--- src/core/pbg_pkg.sv ---
// Constants, register map and field layout of the port B GPIO block
// Behaviour
// Eight independent bidirectional pins, each with own latch bit and direction bit.
// Direction one floats the driver; direction zero drives the latch value.
// Port read returns pin levels; port write only updates the output latch.
// Each port write is read pins, modify, store result into the latch.
// Option bit 7, active low, enables weak pull-ups on all pins together.
// A pin configured as output never has its pull-up enabled. Code drops the pull-up one enabled clock after the direction write.
// Pull-ups are disabled after power-on reset.
// Only pins 4 to 7 configured as inputs take part in change detection.
// Input pins compared with last-read snapshot; mismatches ORed into change flag bit 0.
// Mismatch keeps setting flag; any port access refreshes snapshot, then flag clears. Code keeps flag until software writes it.
// A set and enabled change interrupt wakes the device from halt.
// A pin change in the same cycle as a port read may be missed.
// Pin 0 is the external interrupt input, Schmitt buffer when used so.
// Pins 6 and 7 use Schmitt buffers in serial programming mode.
// Bit read-modify-write copies input pin levels into their latch bits.
// Port writes take effect at cycle end; reads sample at cycle start.
// Core leaves one unrelated instruction between port write and following read.
// Core avoids polling the port while change detection is in use.
// Change request is flag AND enable; flag setting ignores the enable.
package pbg_pkg;
    localparam int PBG_WIDTH = 8;
    localparam int PBG_ADDR_W = 8;
    // Register offsets
    localparam logic [7:0] PBG_ADDR_PORT = 8'h06;
    localparam logic [7:0] PBG_ADDR_OPTION = 8'h81;
    localparam logic [7:0] PBG_ADDR_DIR = 8'h86;
    localparam logic [7:0] PBG_ADDR_INTCTL = 8'h0B;
    localparam logic [7:0] PBG_ADDR_IRQ_STAT = 8'hF0;
    localparam logic [7:0] PBG_ADDR_IRQ_MASK = 8'hF1;
    // Reset values
    localparam logic [7:0] PBG_OPTION_RST = 8'hFF;
    localparam logic [7:0] PBG_DIR_RST = 8'hFF;
    localparam logic [7:0] PBG_INTCTL_RST = 8'h00;
    localparam logic [7:0] PBG_LATCH_RST = 8'h00;
    localparam logic [7:0] PBG_ZERO = 8'h00;
    // Option register fields
    localparam int PBG_OPT_PULLUP_N = 7;
    localparam int PBG_OPT_EDGE = 6;
    // Interrupt control register fields
    localparam int PBG_ICR_CHG_FLAG = 0;
    localparam int PBG_ICR_EXT_FLAG = 1;
    localparam int PBG_ICR_CHG_EN = 3;
    localparam int PBG_ICR_EXT_EN = 4;
    // Interrupt status and mask fields
    localparam int PBG_IRQ_CHG = 0;
    localparam int PBG_IRQ_EXT = 1;
    localparam int PBG_IRQ_W = 2;
    // Pin roles
    localparam logic [7:0] PBG_CHG_MASK = 8'hF0;
    localparam int PBG_EXT_PIN = 0;
    localparam int PBG_PROG_CLK = 6;
    localparam int PBG_PROG_DAT = 7;
endpackage

--- src/core/pbg_port.sv ---
// Port B GPIO block with pull-ups, change detection and interrupts
`timescale 1ns/1ps
module pbg_port
    import pbg_pkg::*;
#(
    parameter int WIDTH = PBG_WIDTH
) (
    input wire logic clk,
    input wire logic reset,
    input wire logic ce,
    input wire logic [PBG_ADDR_W-1:0] reg_addr,
    input wire logic [WIDTH-1:0] reg_wdata,
    input wire logic reg_wr,
    input wire logic reg_rd,
    output logic [WIDTH-1:0] reg_rdata,
    input wire logic bit_wr,
    input wire logic [2:0] bit_sel,
    input wire logic bit_val,
    input wire logic halted,
    input wire logic prog_mode,
    input wire logic [WIDTH-1:0] pin_in,
    output logic [WIDTH-1:0] pin_out,
    output logic [WIDTH-1:0] pin_oe_n,
    output logic [WIDTH-1:0] pullup_en,
    output logic [WIDTH-1:0] schmitt_sel,
    output logic change_irq,
    output logic wake,
    output logic irq
);

    // Address compare shared by every decode
    function automatic logic reg_hit(input logic [PBG_ADDR_W-1:0] a,
                                     input logic [PBG_ADDR_W-1:0] off);
        reg_hit = (a == off);
    endfunction

    logic [WIDTH-1:0] pin_meta_q;
    logic [WIDTH-1:0] pin_sync_q;
    logic [WIDTH-1:0] latch_q;
    logic [WIDTH-1:0] dir_q;
    logic [WIDTH-1:0] option_q;
    logic [WIDTH-1:0] intctl_q;
    logic [WIDTH-1:0] snap_q;
    logic [WIDTH-1:0] rdata_q;
    logic [WIDTH-1:0] pullup_q;
    logic [WIDTH-1:0] schmitt_q;
    logic [WIDTH-1:0] rmw_value;
    logic [WIDTH-1:0] rd_value;
    logic [PBG_IRQ_W-1:0] stat_q;
    logic [PBG_IRQ_W-1:0] mask_q;
    logic ext_prev_q;
    logic change_irq_q;
    logic wake_q;
    logic irq_q;
    logic wr_port;
    logic rd_port;
    logic wr_dir;
    logic wr_option;
    logic wr_intctl;
    logic wr_mask;
    logic rd_stat;
    logic port_access;
    logic mismatch;
    logic change_set;
    logic ext_set;

    // Strobe decode
    always_comb begin
        wr_port = reg_wr && reg_hit(reg_addr, PBG_ADDR_PORT);
        rd_port = reg_rd && reg_hit(reg_addr, PBG_ADDR_PORT);
        wr_dir = reg_wr && reg_hit(reg_addr, PBG_ADDR_DIR);
        wr_option = reg_wr && reg_hit(reg_addr, PBG_ADDR_OPTION);
        wr_intctl = reg_wr && reg_hit(reg_addr, PBG_ADDR_INTCTL);
        wr_mask = reg_wr && reg_hit(reg_addr, PBG_ADDR_IRQ_MASK);
        rd_stat = reg_rd && reg_hit(reg_addr, PBG_ADDR_IRQ_STAT);
        port_access = wr_port || rd_port || bit_wr;
    end

    // Two-stage pin synchroniser
    always_ff @(posedge clk) begin
        if (reset) begin
            pin_meta_q <= PBG_ZERO;
            pin_sync_q <= PBG_ZERO;
        end else if (ce) begin
            pin_meta_q <= pin_in;
            pin_sync_q <= pin_meta_q;
        end
    end

    // Bit operation on the pin levels, not the latch
    always_comb begin
        rmw_value = pin_sync_q;
        rmw_value[bit_sel] = bit_val;
    end

    // Output latch, one bit per pin, loaded at cycle end
    always_ff @(posedge clk) begin
        if (reset) begin
            latch_q <= PBG_LATCH_RST;
        end else if (ce) begin
            if (wr_port) begin
                latch_q <= reg_wdata;
            end else if (bit_wr) begin
                latch_q <= rmw_value;
            end
        end
    end

    // Direction register
    always_ff @(posedge clk) begin
        if (reset) begin
            dir_q <= PBG_DIR_RST;
        end else if (ce && wr_dir) begin
            dir_q <= reg_wdata;
        end
    end

    // Option register, pull-up control in its top bit
    always_ff @(posedge clk) begin
        if (reset) begin
            option_q <= PBG_OPTION_RST;
        end else if (ce && wr_option) begin
            option_q <= reg_wdata;
        end
    end

    // Change comparison against the snapshot
    always_comb begin
        mismatch = |((pin_sync_q ^ snap_q) & PBG_CHG_MASK & dir_q);
        change_set = mismatch && !port_access;
        ext_set = (pin_sync_q[PBG_EXT_PIN] != ext_prev_q) &&
                  (pin_sync_q[PBG_EXT_PIN] == option_q[PBG_OPT_EDGE]);
    end

    // Snapshot refreshed by any port access
    always_ff @(posedge clk) begin
        if (reset) begin
            snap_q <= PBG_ZERO;
        end else if (ce && port_access) begin
            snap_q <= pin_sync_q & PBG_CHG_MASK;
        end
    end

    // Previous level of the external interrupt pin
    always_ff @(posedge clk) begin
        if (reset) begin
            ext_prev_q <= 1'b0;
        end else if (ce) begin
            ext_prev_q <= pin_sync_q[PBG_EXT_PIN];
        end
    end

    // Interrupt control register, hardware set wins over software clear
    always_ff @(posedge clk) begin
        if (reset) begin
            intctl_q <= PBG_INTCTL_RST;
        end else if (ce) begin
            if (wr_intctl) begin
                intctl_q <= reg_wdata;
            end
            if (change_set) begin
                intctl_q[PBG_ICR_CHG_FLAG] <= 1'b1;
            end
            if (ext_set) begin
                intctl_q[PBG_ICR_EXT_FLAG] <= 1'b1;
            end
        end
    end

    // Sticky status, cleared by reading it
    always_ff @(posedge clk) begin
        if (reset) begin
            stat_q <= '0;
        end else if (ce) begin
            if (rd_stat) begin
                stat_q <= '0;
            end
            if (change_set) begin
                stat_q[PBG_IRQ_CHG] <= 1'b1;
            end
            if (ext_set) begin
                stat_q[PBG_IRQ_EXT] <= 1'b1;
            end
        end
    end

    // Interrupt mask
    always_ff @(posedge clk) begin
        if (reset) begin
            mask_q <= '0;
        end else if (ce && wr_mask) begin
            mask_q <= reg_wdata[PBG_IRQ_W-1:0];
        end
    end

    // Interrupt, change request and wake outputs
    always_ff @(posedge clk) begin
        if (reset) begin
            irq_q <= 1'b0;
            change_irq_q <= 1'b0;
            wake_q <= 1'b0;
        end else if (ce) begin
            irq_q <= |(stat_q & mask_q);
            change_irq_q <= intctl_q[PBG_ICR_CHG_FLAG] && intctl_q[PBG_ICR_CHG_EN];
            wake_q <= halted && intctl_q[PBG_ICR_CHG_FLAG] &&
                      intctl_q[PBG_ICR_CHG_EN];
        end
    end

    // Read mux, pins sampled at cycle start
    always_comb begin
        rd_value = PBG_ZERO;
        if (reg_hit(reg_addr, PBG_ADDR_PORT)) begin
            rd_value = pin_sync_q;
        end else if (reg_hit(reg_addr, PBG_ADDR_DIR)) begin
            rd_value = dir_q;
        end else if (reg_hit(reg_addr, PBG_ADDR_OPTION)) begin
            rd_value = option_q;
        end else if (reg_hit(reg_addr, PBG_ADDR_INTCTL)) begin
            rd_value = intctl_q;
        end else if (reg_hit(reg_addr, PBG_ADDR_IRQ_STAT)) begin
            rd_value = {{(WIDTH-PBG_IRQ_W){1'b0}}, stat_q};
        end else if (reg_hit(reg_addr, PBG_ADDR_IRQ_MASK)) begin
            rd_value = {{(WIDTH-PBG_IRQ_W){1'b0}}, mask_q};
        end
    end

    // Read data valid only in the cycle after the strobe
    always_ff @(posedge clk) begin
        if (reset) begin
            rdata_q <= PBG_ZERO;
        end else if (ce) begin
            rdata_q <= reg_rd ? rd_value : PBG_ZERO;
        end
    end

    // Per-pin pull-up and input buffer selection
    genvar gi;
    generate
        for (gi = 0; gi < WIDTH; gi++) begin : g_pin
            always_ff @(posedge clk) begin
                if (reset) begin
                    pullup_q[gi] <= 1'b0;
                    schmitt_q[gi] <= 1'b0;
                end else if (ce) begin
                    pullup_q[gi] <= !option_q[PBG_OPT_PULLUP_N] && dir_q[gi];
                    if (gi == PBG_EXT_PIN) begin
                        schmitt_q[gi] <= intctl_q[PBG_ICR_EXT_EN];
                    end else if (gi == PBG_PROG_CLK || gi == PBG_PROG_DAT) begin
                        schmitt_q[gi] <= prog_mode;
                    end else begin
                        schmitt_q[gi] <= 1'b0;
                    end
                end
            end
        end
    endgenerate

    // Pin drive: enable low while the latch drives the pin
    assign pin_out = latch_q;
    assign pin_oe_n = dir_q;
    assign pullup_en = pullup_q;
    assign schmitt_sel = schmitt_q;
    assign reg_rdata = rdata_q;
    assign change_irq = change_irq_q;
    assign wake = wake_q;
    assign irq = irq_q;
endmodule

--- config.mk ---
export PLATFORM = sky130hd
export DESIGN_NAME = pbg_port
export DESIGN_NICKNAME = d
export VERILOG_FILES = /design/src/core/pbg_pkg.sv /design/src/core/pbg_port.sv
export SDC_FILE = /design/constraint.sdc
export NUM_CORES = 1
export LEC_CHECK = 0
export BUFFER_PORTS_ARGS = -buffer_cell sky130_fd_sc_hd__buf_2
export CAP_MARGIN = 15
export CORE_MARGIN = 2
export CORE_UTILIZATION = 54
export DETAILED_ROUTE_END_ITERATION = 6
export PLACE_DENSITY_LB_ADDON = 0.2
export SYNTH_ARGS = -nofsm -noshare
export SYNTH_HDL_FRONTEND = slang
export SYNTH_SLANG_ARGS = --single-unit
--- constraint.sdc ---
create_clock -name clk -period 1.9 [get_ports clk]
set_input_delay 0.095 -clock clk [delete_from_list [all_inputs] [get_ports clk]]
set_output_delay 0.095 -clock clk [all_outputs]
set_load 0.01 [all_outputs]
==> impl_metrics.toml, run 1 <==
[outcome]
status = "completed"

[synth]
async_flop_share = 0
syn_area_sq_mm = 0.00365
yosys-top-cells-area = "dfxtp_1, mux2i_1, nor2_1"
synth.area.mux_share = 0.104
synth-seq-area-share = 0.427
yosysTopAreaCellShare = 0.427
yosysWarnings = 0
yosysUniqueCellTypes = 46
synth_adder_area_share = 0
synth-seq-cells = 78
synth-edff-count = 0
synth_compound_gate_area_share = 0.189
synth-xor-area-share = 0.00959
syn_area_per_cell_sq_um = 8.83
synthFlopType = "dfxtp_1"
syn_inst = 414
synth_largest_area_cell = "dfxtp_1"
synth_top_family_by_area = "simple AND/OR/NAND/NOR gates"
yosys.area_share.simple = 0.218

[cells_and_area]
multi_input_area_sq_mm = 0.00192
drive_above_1_share = 0.223
fin_nets = 524
nFillCells = 542
area_growth_pct = 17.7
antenna_cells = 0
final_cell_mix = "dfxtp_1, buf_2, nor2_1"
final_common_cell = "dfxtp_1"
instances_no_fill = 570
seqCellArea_sq_mm = 0.00156
fin_area_sq_mm = 0.00430

[clock_tree]
clockRootBuffer = "clkbuf_8"
h-tree-depth = 3
clkSlewWorstSetupHoldPaths_ps = 80
clock_latency_ps = 370
cts_sinks = 78
post_cts_buffers = 0
cts_tree = "done"
cts_hold_buf = 9
cts_resized = 0
clockBufferDepth = 2
numCtsBuffers = 9

[route]
wl_mm = 9.49
ant_nets = 0
drc = 0
wl_per_cell_microns = 16.6
dr.pass1.iters = 5
drtIter0Drc = 232
via_count = 3196
vias_per_cell = 5.61

[timing]
fin_crit_sh = 0.689
clock_skew_ps = 13.4
max_freq_mhz = 763
drv_slew = 0
setup_viol = 0
setup_slack_ps = 590
tns_ps = 0
grt_setup_unrepaired = "false"
hold_violations = 0
period_needed_ps = 1310

[worst_setup_path]
cp-end-kind = "flop"
crit_slowest_cell = "and4bb_2"
cp-start-kind = "input pin"
criticalPathCategory = "input pin to flop"
path_cells = "buf_2, and4bb_2, nand2_1, nor2_4, nor2b_1, a211o_1"
arrival_ps = 1570
max_stage_delay_ps = 410
crit_fanout = 16
crit_required_ps = 2160

[worst_hold_path]
hold_class = "input pin to flop"

[floorplanning]
coreArea_sq_mm = 0.00646
initial_utilization = 0.566
ios = 79
die_w_microns = 86.3
num_rows = 29
dieHeight_microns = 86.3
dieArea_sq_mm = 0.00744

[placement]
gp_congestion = 0.930
pre_cts_slack_ps = 214
portBuffers = 73
hpwl_mm = 7.00
placedCellCount = 545
place_area_sq_mm = 0.00401

[grt]
grt_max_degree = 38
grt_usage = 0.268
grt_overflow_total = 0
grt_pass1_vias = 3015
antenna_found_initial = 0
grt_pass1_wl_mm = 15.2

[power]
ir_worst_vdd_mv = 0.742
p_per_area_mw_per_mm2 = 765
p_leak_uw = 0.00179

[flow_run]
maxCapViolCount = 0
registers in the layout, summed over array words and instances (netlist names), 4 cells and up:
register and count:
snap_q 4, pin_sync_q 8, pin_out 8, reg_rdata 8, pullup_en 8, pin_oe_n 8
pin_meta_q 8, intctl_q 8, option_q 8
synthesized netlist by cell type (2+ instances only):
cell / instances
a21oi_1: 35
nor2_4: 3
buf_2: 3
a22oi_1: 4
nand3_1: 9
o21ai_1: 8
o21ai_0: 15
buf_6: 4
dfxtp_1: 78
a211oi_1: 2
nor2b_1: 16
clkbuf_1: 10
buf_4: 8
nand4b_1: 3
nand4_1: 3
xor2_1: 4
nand2_1: 39
o31ai_1: 6
inv_1: 3
a211o_1: 17
nor3_1: 5
nand3b_1: 4
nor3b_1: 4
mux2i_1: 38
buf_1: 5
or3_1: 2
or2_2: 2
a221oi_1: 7
nor2_1: 55
a21o_1: 6
where the power goes:
part	internal [uW]	total (uW)	switching, uW	leakage [uW]
Combinational	127	313	185	0.00107
Sequential	1660	1690	25.7	0.000632
Clock	620	1290	668	0.0000929
metal layers:
| metal | up-vias | part of all wire | track usage |
|---|---|---|---|
| met5 | - | 0 | 0 |
| met4 | 0 | 0.024 | 0.0980 |
| met3 | 19 | 0.060 | 0.0476 |
| met2 | 97 | 0.47 | 0.434 |
| met1 | 1474 | 0.45 | 0.359 |
| li1 | 1606 | - | - |
final timing paths:
kind                               from                        to  slack (ps)  cells after the start
max                         reg_addr[1]  pin_oe_n[5]$_SDFFE_PP1P_         590                      6
min                              halted         wake$_SDFFE_PP0P_           5                      3
max reg2reg  pin_sync_q[5]$_SDFFE_PP0P_  intctl_q[0]$_SDFFE_PP0P_         710                      5
min reg2reg     pin_out[2]$_SDFFE_PP0P_   pin_out[2]$_SDFFE_PP0P_         450                      2
area by class of cell:
cell class                      instances  area share
Clock buffer                            9      0.0288
Clock inverter                          7      0.0183
Inverter                                3     0.00262
Tap cell                               77      0.0224
Multi-Input combinational cell        307       0.447
Timing Repair Buffer                   89       0.118
Sequential cell                        78       0.363
critical path, delay by kind of cell:
family / cells / cell delay, ps
AND/OR/NAND/NOR: 4 / 980
buffers and inverters: 1 / 220
AO/OA/AOI/OAI: 1 / 270
metrics by stage:
stage	hold WS (ps)	total power [uW]	util
after floorplan	213	1910	-
after global placement	327	2020	0.620
after detailed placement	336	2020	0.620
after CTS	5.83	3300	0.666
after global routing	6.53	3420	0.666
final	5.15	3290	0.666
cells by family after synthesis:
| group | count (synthesis) |
|---|---|
| AOI/OAI and AO/OA | 105 |
| xor gates and xnor gates | 4 |
| buffers and inverters | 33 |
| DFF | 78 |
| muxes | 38 |
| other | 1 |
| and+or+nand+nor | 155 |
Power figures use the tool's default switching activity.
==> run 2: changes to the inputs <==
ABC_AREA = 1   (was not set)
clock period = 1.3 ns   (was 1.9 ns; I/O delays follow)
==> run 2 against run 1 <==
Net effect:
- clock skew shrank 1.1 ps
- via count grew 16%
- final cell count grew 21%
- die area shrank 0.56%
- first-iteration DRC count grew 20%
- design area grew 6.1%
- critical endpoint is now intctl_q[1]$_SDFFE_PP0P_
==> impl_metrics.toml, run 2 <==
[clock_tree]
cts_sinks = 78
clockBufferDepth = 2
cts_tree = "done"
numCtsBuffers = 9
h-tree-depth = 3
cts_resized = 0
clkSlewWorstSetupHoldPaths_ps = 70
cts_hold_buf = 10
post_cts_buffers = 0
clock_latency_ps = 360
clockRootBuffer = "clkbuf_8"

[synth]
yosysUniqueCellTypes = 36
yosys-top-cells-area = "dfxtp_1, nand2_1, a21oi_1"
async_flop_share = 0
synth-seq-area-share = 0.430
synthFlopType = "dfxtp_1"
syn_area_sq_mm = 0.00363
syn_area_per_cell_sq_um = 7.25
yosysMostFrequentCell = "nand2_1"
synth.area.mux_share = 0
syn_inst = 501
yosys.area_share.simple = 0.272
synth_largest_area_cell = "dfxtp_1"
synth_compound_gate_area_share = 0.205
yosysWarnings = 0
synth_top_family_by_area = "simple AND/OR/NAND/NOR gates"
synth_adder_area_share = 0
synth-seq-cells = 78
synth-xor-area-share = 0.00241
synth-edff-count = 0
yosysTopAreaCellShare = 0.430
synth.top_cells.by_count = "nand2_1, dfxtp_1, a21oi_1"

[route]
wl_mm = 9.85
ant_nets = 0
dr.pass1.iters = 5
vias_per_cell = 5.37
via_count = 3702
wl_per_cell_microns = 14.3
drc = 0
drtIter0Drc = 279

[worst_setup_path]
cp-end-kind = "flop"
cp_common_cell = "inv_1"
max_stage_delay_ps = 370
cp_num_buf_inv = 2
arrival_ps = 1340
crit_fanout = 5
r2r_cells = 6
criticalPathCategory = "flop to flop"
crit_slowest_cell = "dfxtp_1"
cp-start-kind = "flop"
path_depth = 6
r2r_setup_slack_ps = 200
crit_family = "flip-flops"
crit_required_ps = 1540
path_cells = "inv_1, a21oi_1, nand3b_1, nand2_1, o21ai_0, inv_1"

[power]
clockPowerShare = 0.377
pwr-share-comb = 0.113
p_per_area_mw_per_mm2 = 1070
ir_worst_vdd_mv = 0.613
p_seq_frac = 0.510
p_int_uw = 3650
p_leak_uw = 0.00217
p_switching_uw = 1250
p_sw_frac = 0.256

[cells_and_area]
nFillCells = 532
final_common_cell = "nand2_1"
drive_above_1_share = 0.247
antenna_cells = 0
seqCellArea_sq_mm = 0.00156
multi_input_area_sq_mm = 0.00176
instances_no_fill = 689
final_cell_mix = "nand2_1, dfxtp_1, buf_2"
fin_area_sq_mm = 0.00456
area_growth_pct = 25.6
fin_nets = 644

[floorplanning]
ios = 79
dieHeight_microns = 86.0
initial_utilization = 0.566
num_rows = 29
die_w_microns = 86.0
dieArea_sq_mm = 0.00740
coreArea_sq_mm = 0.00642

[timing]
drv_slew = 0
fin_crit_sh = 0.846
grt_setup_unrepaired = "false"
max_freq_mhz = 910
clock_skew_ps = 12.3
period_needed_ps = 1100
setup_viol = 0
hold_violations = 0

[placement]
hpwl_mm = 7.11
placedCellCount = 664
place_area_sq_mm = 0.00427
portBuffers = 73
gp_congestion = 0.893

[grt]
grt_max_degree = 50
grt_usage = 0.279
grt_pass1_wl_mm = 16.2
grt_pass1_vias = 3413
antenna_found_initial = 0
grt_overflow_total = 0

[flow_run]
maxCapViolCount = 0

[worst_hold_path]
hold_class = "input pin to flop"
holdPathStages = 3

[outcome]
status = "completed"
## run 2: cell count changes after synthesis, moves of 17 or more
cell / change
a211o_1: -17
a21oi_1: +22
inv_1: +40
mux2i_1: -38
nand2_1: +77
nand3_1: +27
o211ai_1: +18
o21ai_0: +28
## run 2: final timing paths
check	startpoint	to
setup / recovery	pin_sync_q[0]$_SDFFE_PP0P_	intctl_q[1]$_SDFFE_PP0P_
setup reg to reg	pin_sync_q[0]$_SDFFE_PP0P_	intctl_q[1]$_SDFFE_PP0P_
hold reg to reg	intctl_q[5]$_SDFFE_PP0P_	intctl_q[5]$_SDFFE_PP0P_
hold / removal	reg_wdata[7]	intctl_q[7]$_SDFFE_PP0P_
## run 2: cell families after synthesis
logic type             count (synthesis)
flip-flops                            78
XOR/XNOR                               1
AND/OR/NAND/NOR                      215
buffers and inverters                 76
other                                  1
AO/OA/AOI/OAI                        130
## run 2: power by group through the flow
stage	registers, uW	clock network, uW	logic (uW)
floorplan	2550	0	323
global placement	2550	0	509
detailed placement	2560	0	523
CTS	2500	1870	549
global route	2510	1970	618
finish	2500	1850	555
## run 2: area by class of cell
class | count | area share
multi-input combinational | 351 | 0.385
sequential | 78 | 0.342
timing repair buffer | 119 | 0.167
inverter | 49 | 0.0411
clock buffer | 12 | 0.0340
tap | 77 | 0.0211
clock inverter | 3 | 0.00959
## run 2: metal layers
metal,global-route usage,vias to the layer above,share of wire
met2,0.488,139,0.49
met1,0.348,1690,0.43
met4,0.0823,0,0.018
li1,-,1855,-
met3,0.0539,18,0.062
met5,0,-,0
## run 2: worst register-to-register path, cell delays in order (launching register included)
cell and delay [ps]:
dfxtp_1 370, inv_1 120, a21oi_1 130, nand3b_1 130, nand2_1 50, o21ai_0 140, inv_1 60
## run 2: stage by stage
| stage | hold WS (ps) | setup slack (ps) | util | TNS (ps) | power, uW |
|---|---|---|---|---|---|
| finish | 8.86 | 201 | 0.711 | 0 | 4910 |
| detailed placement | 292 | -112 | 0.664 | -1310 | 3080 |
| global route | 24.4 | 97.2 | 0.711 | 0 | 5090 |
| floorplan | 200 | 133 | - | 0 | 2870 |
| CTS | 2.84 | 198 | 0.711 | 0 | 4920 |
| global placement | 286 | -76.0 | 0.664 | -687 | 3060 |
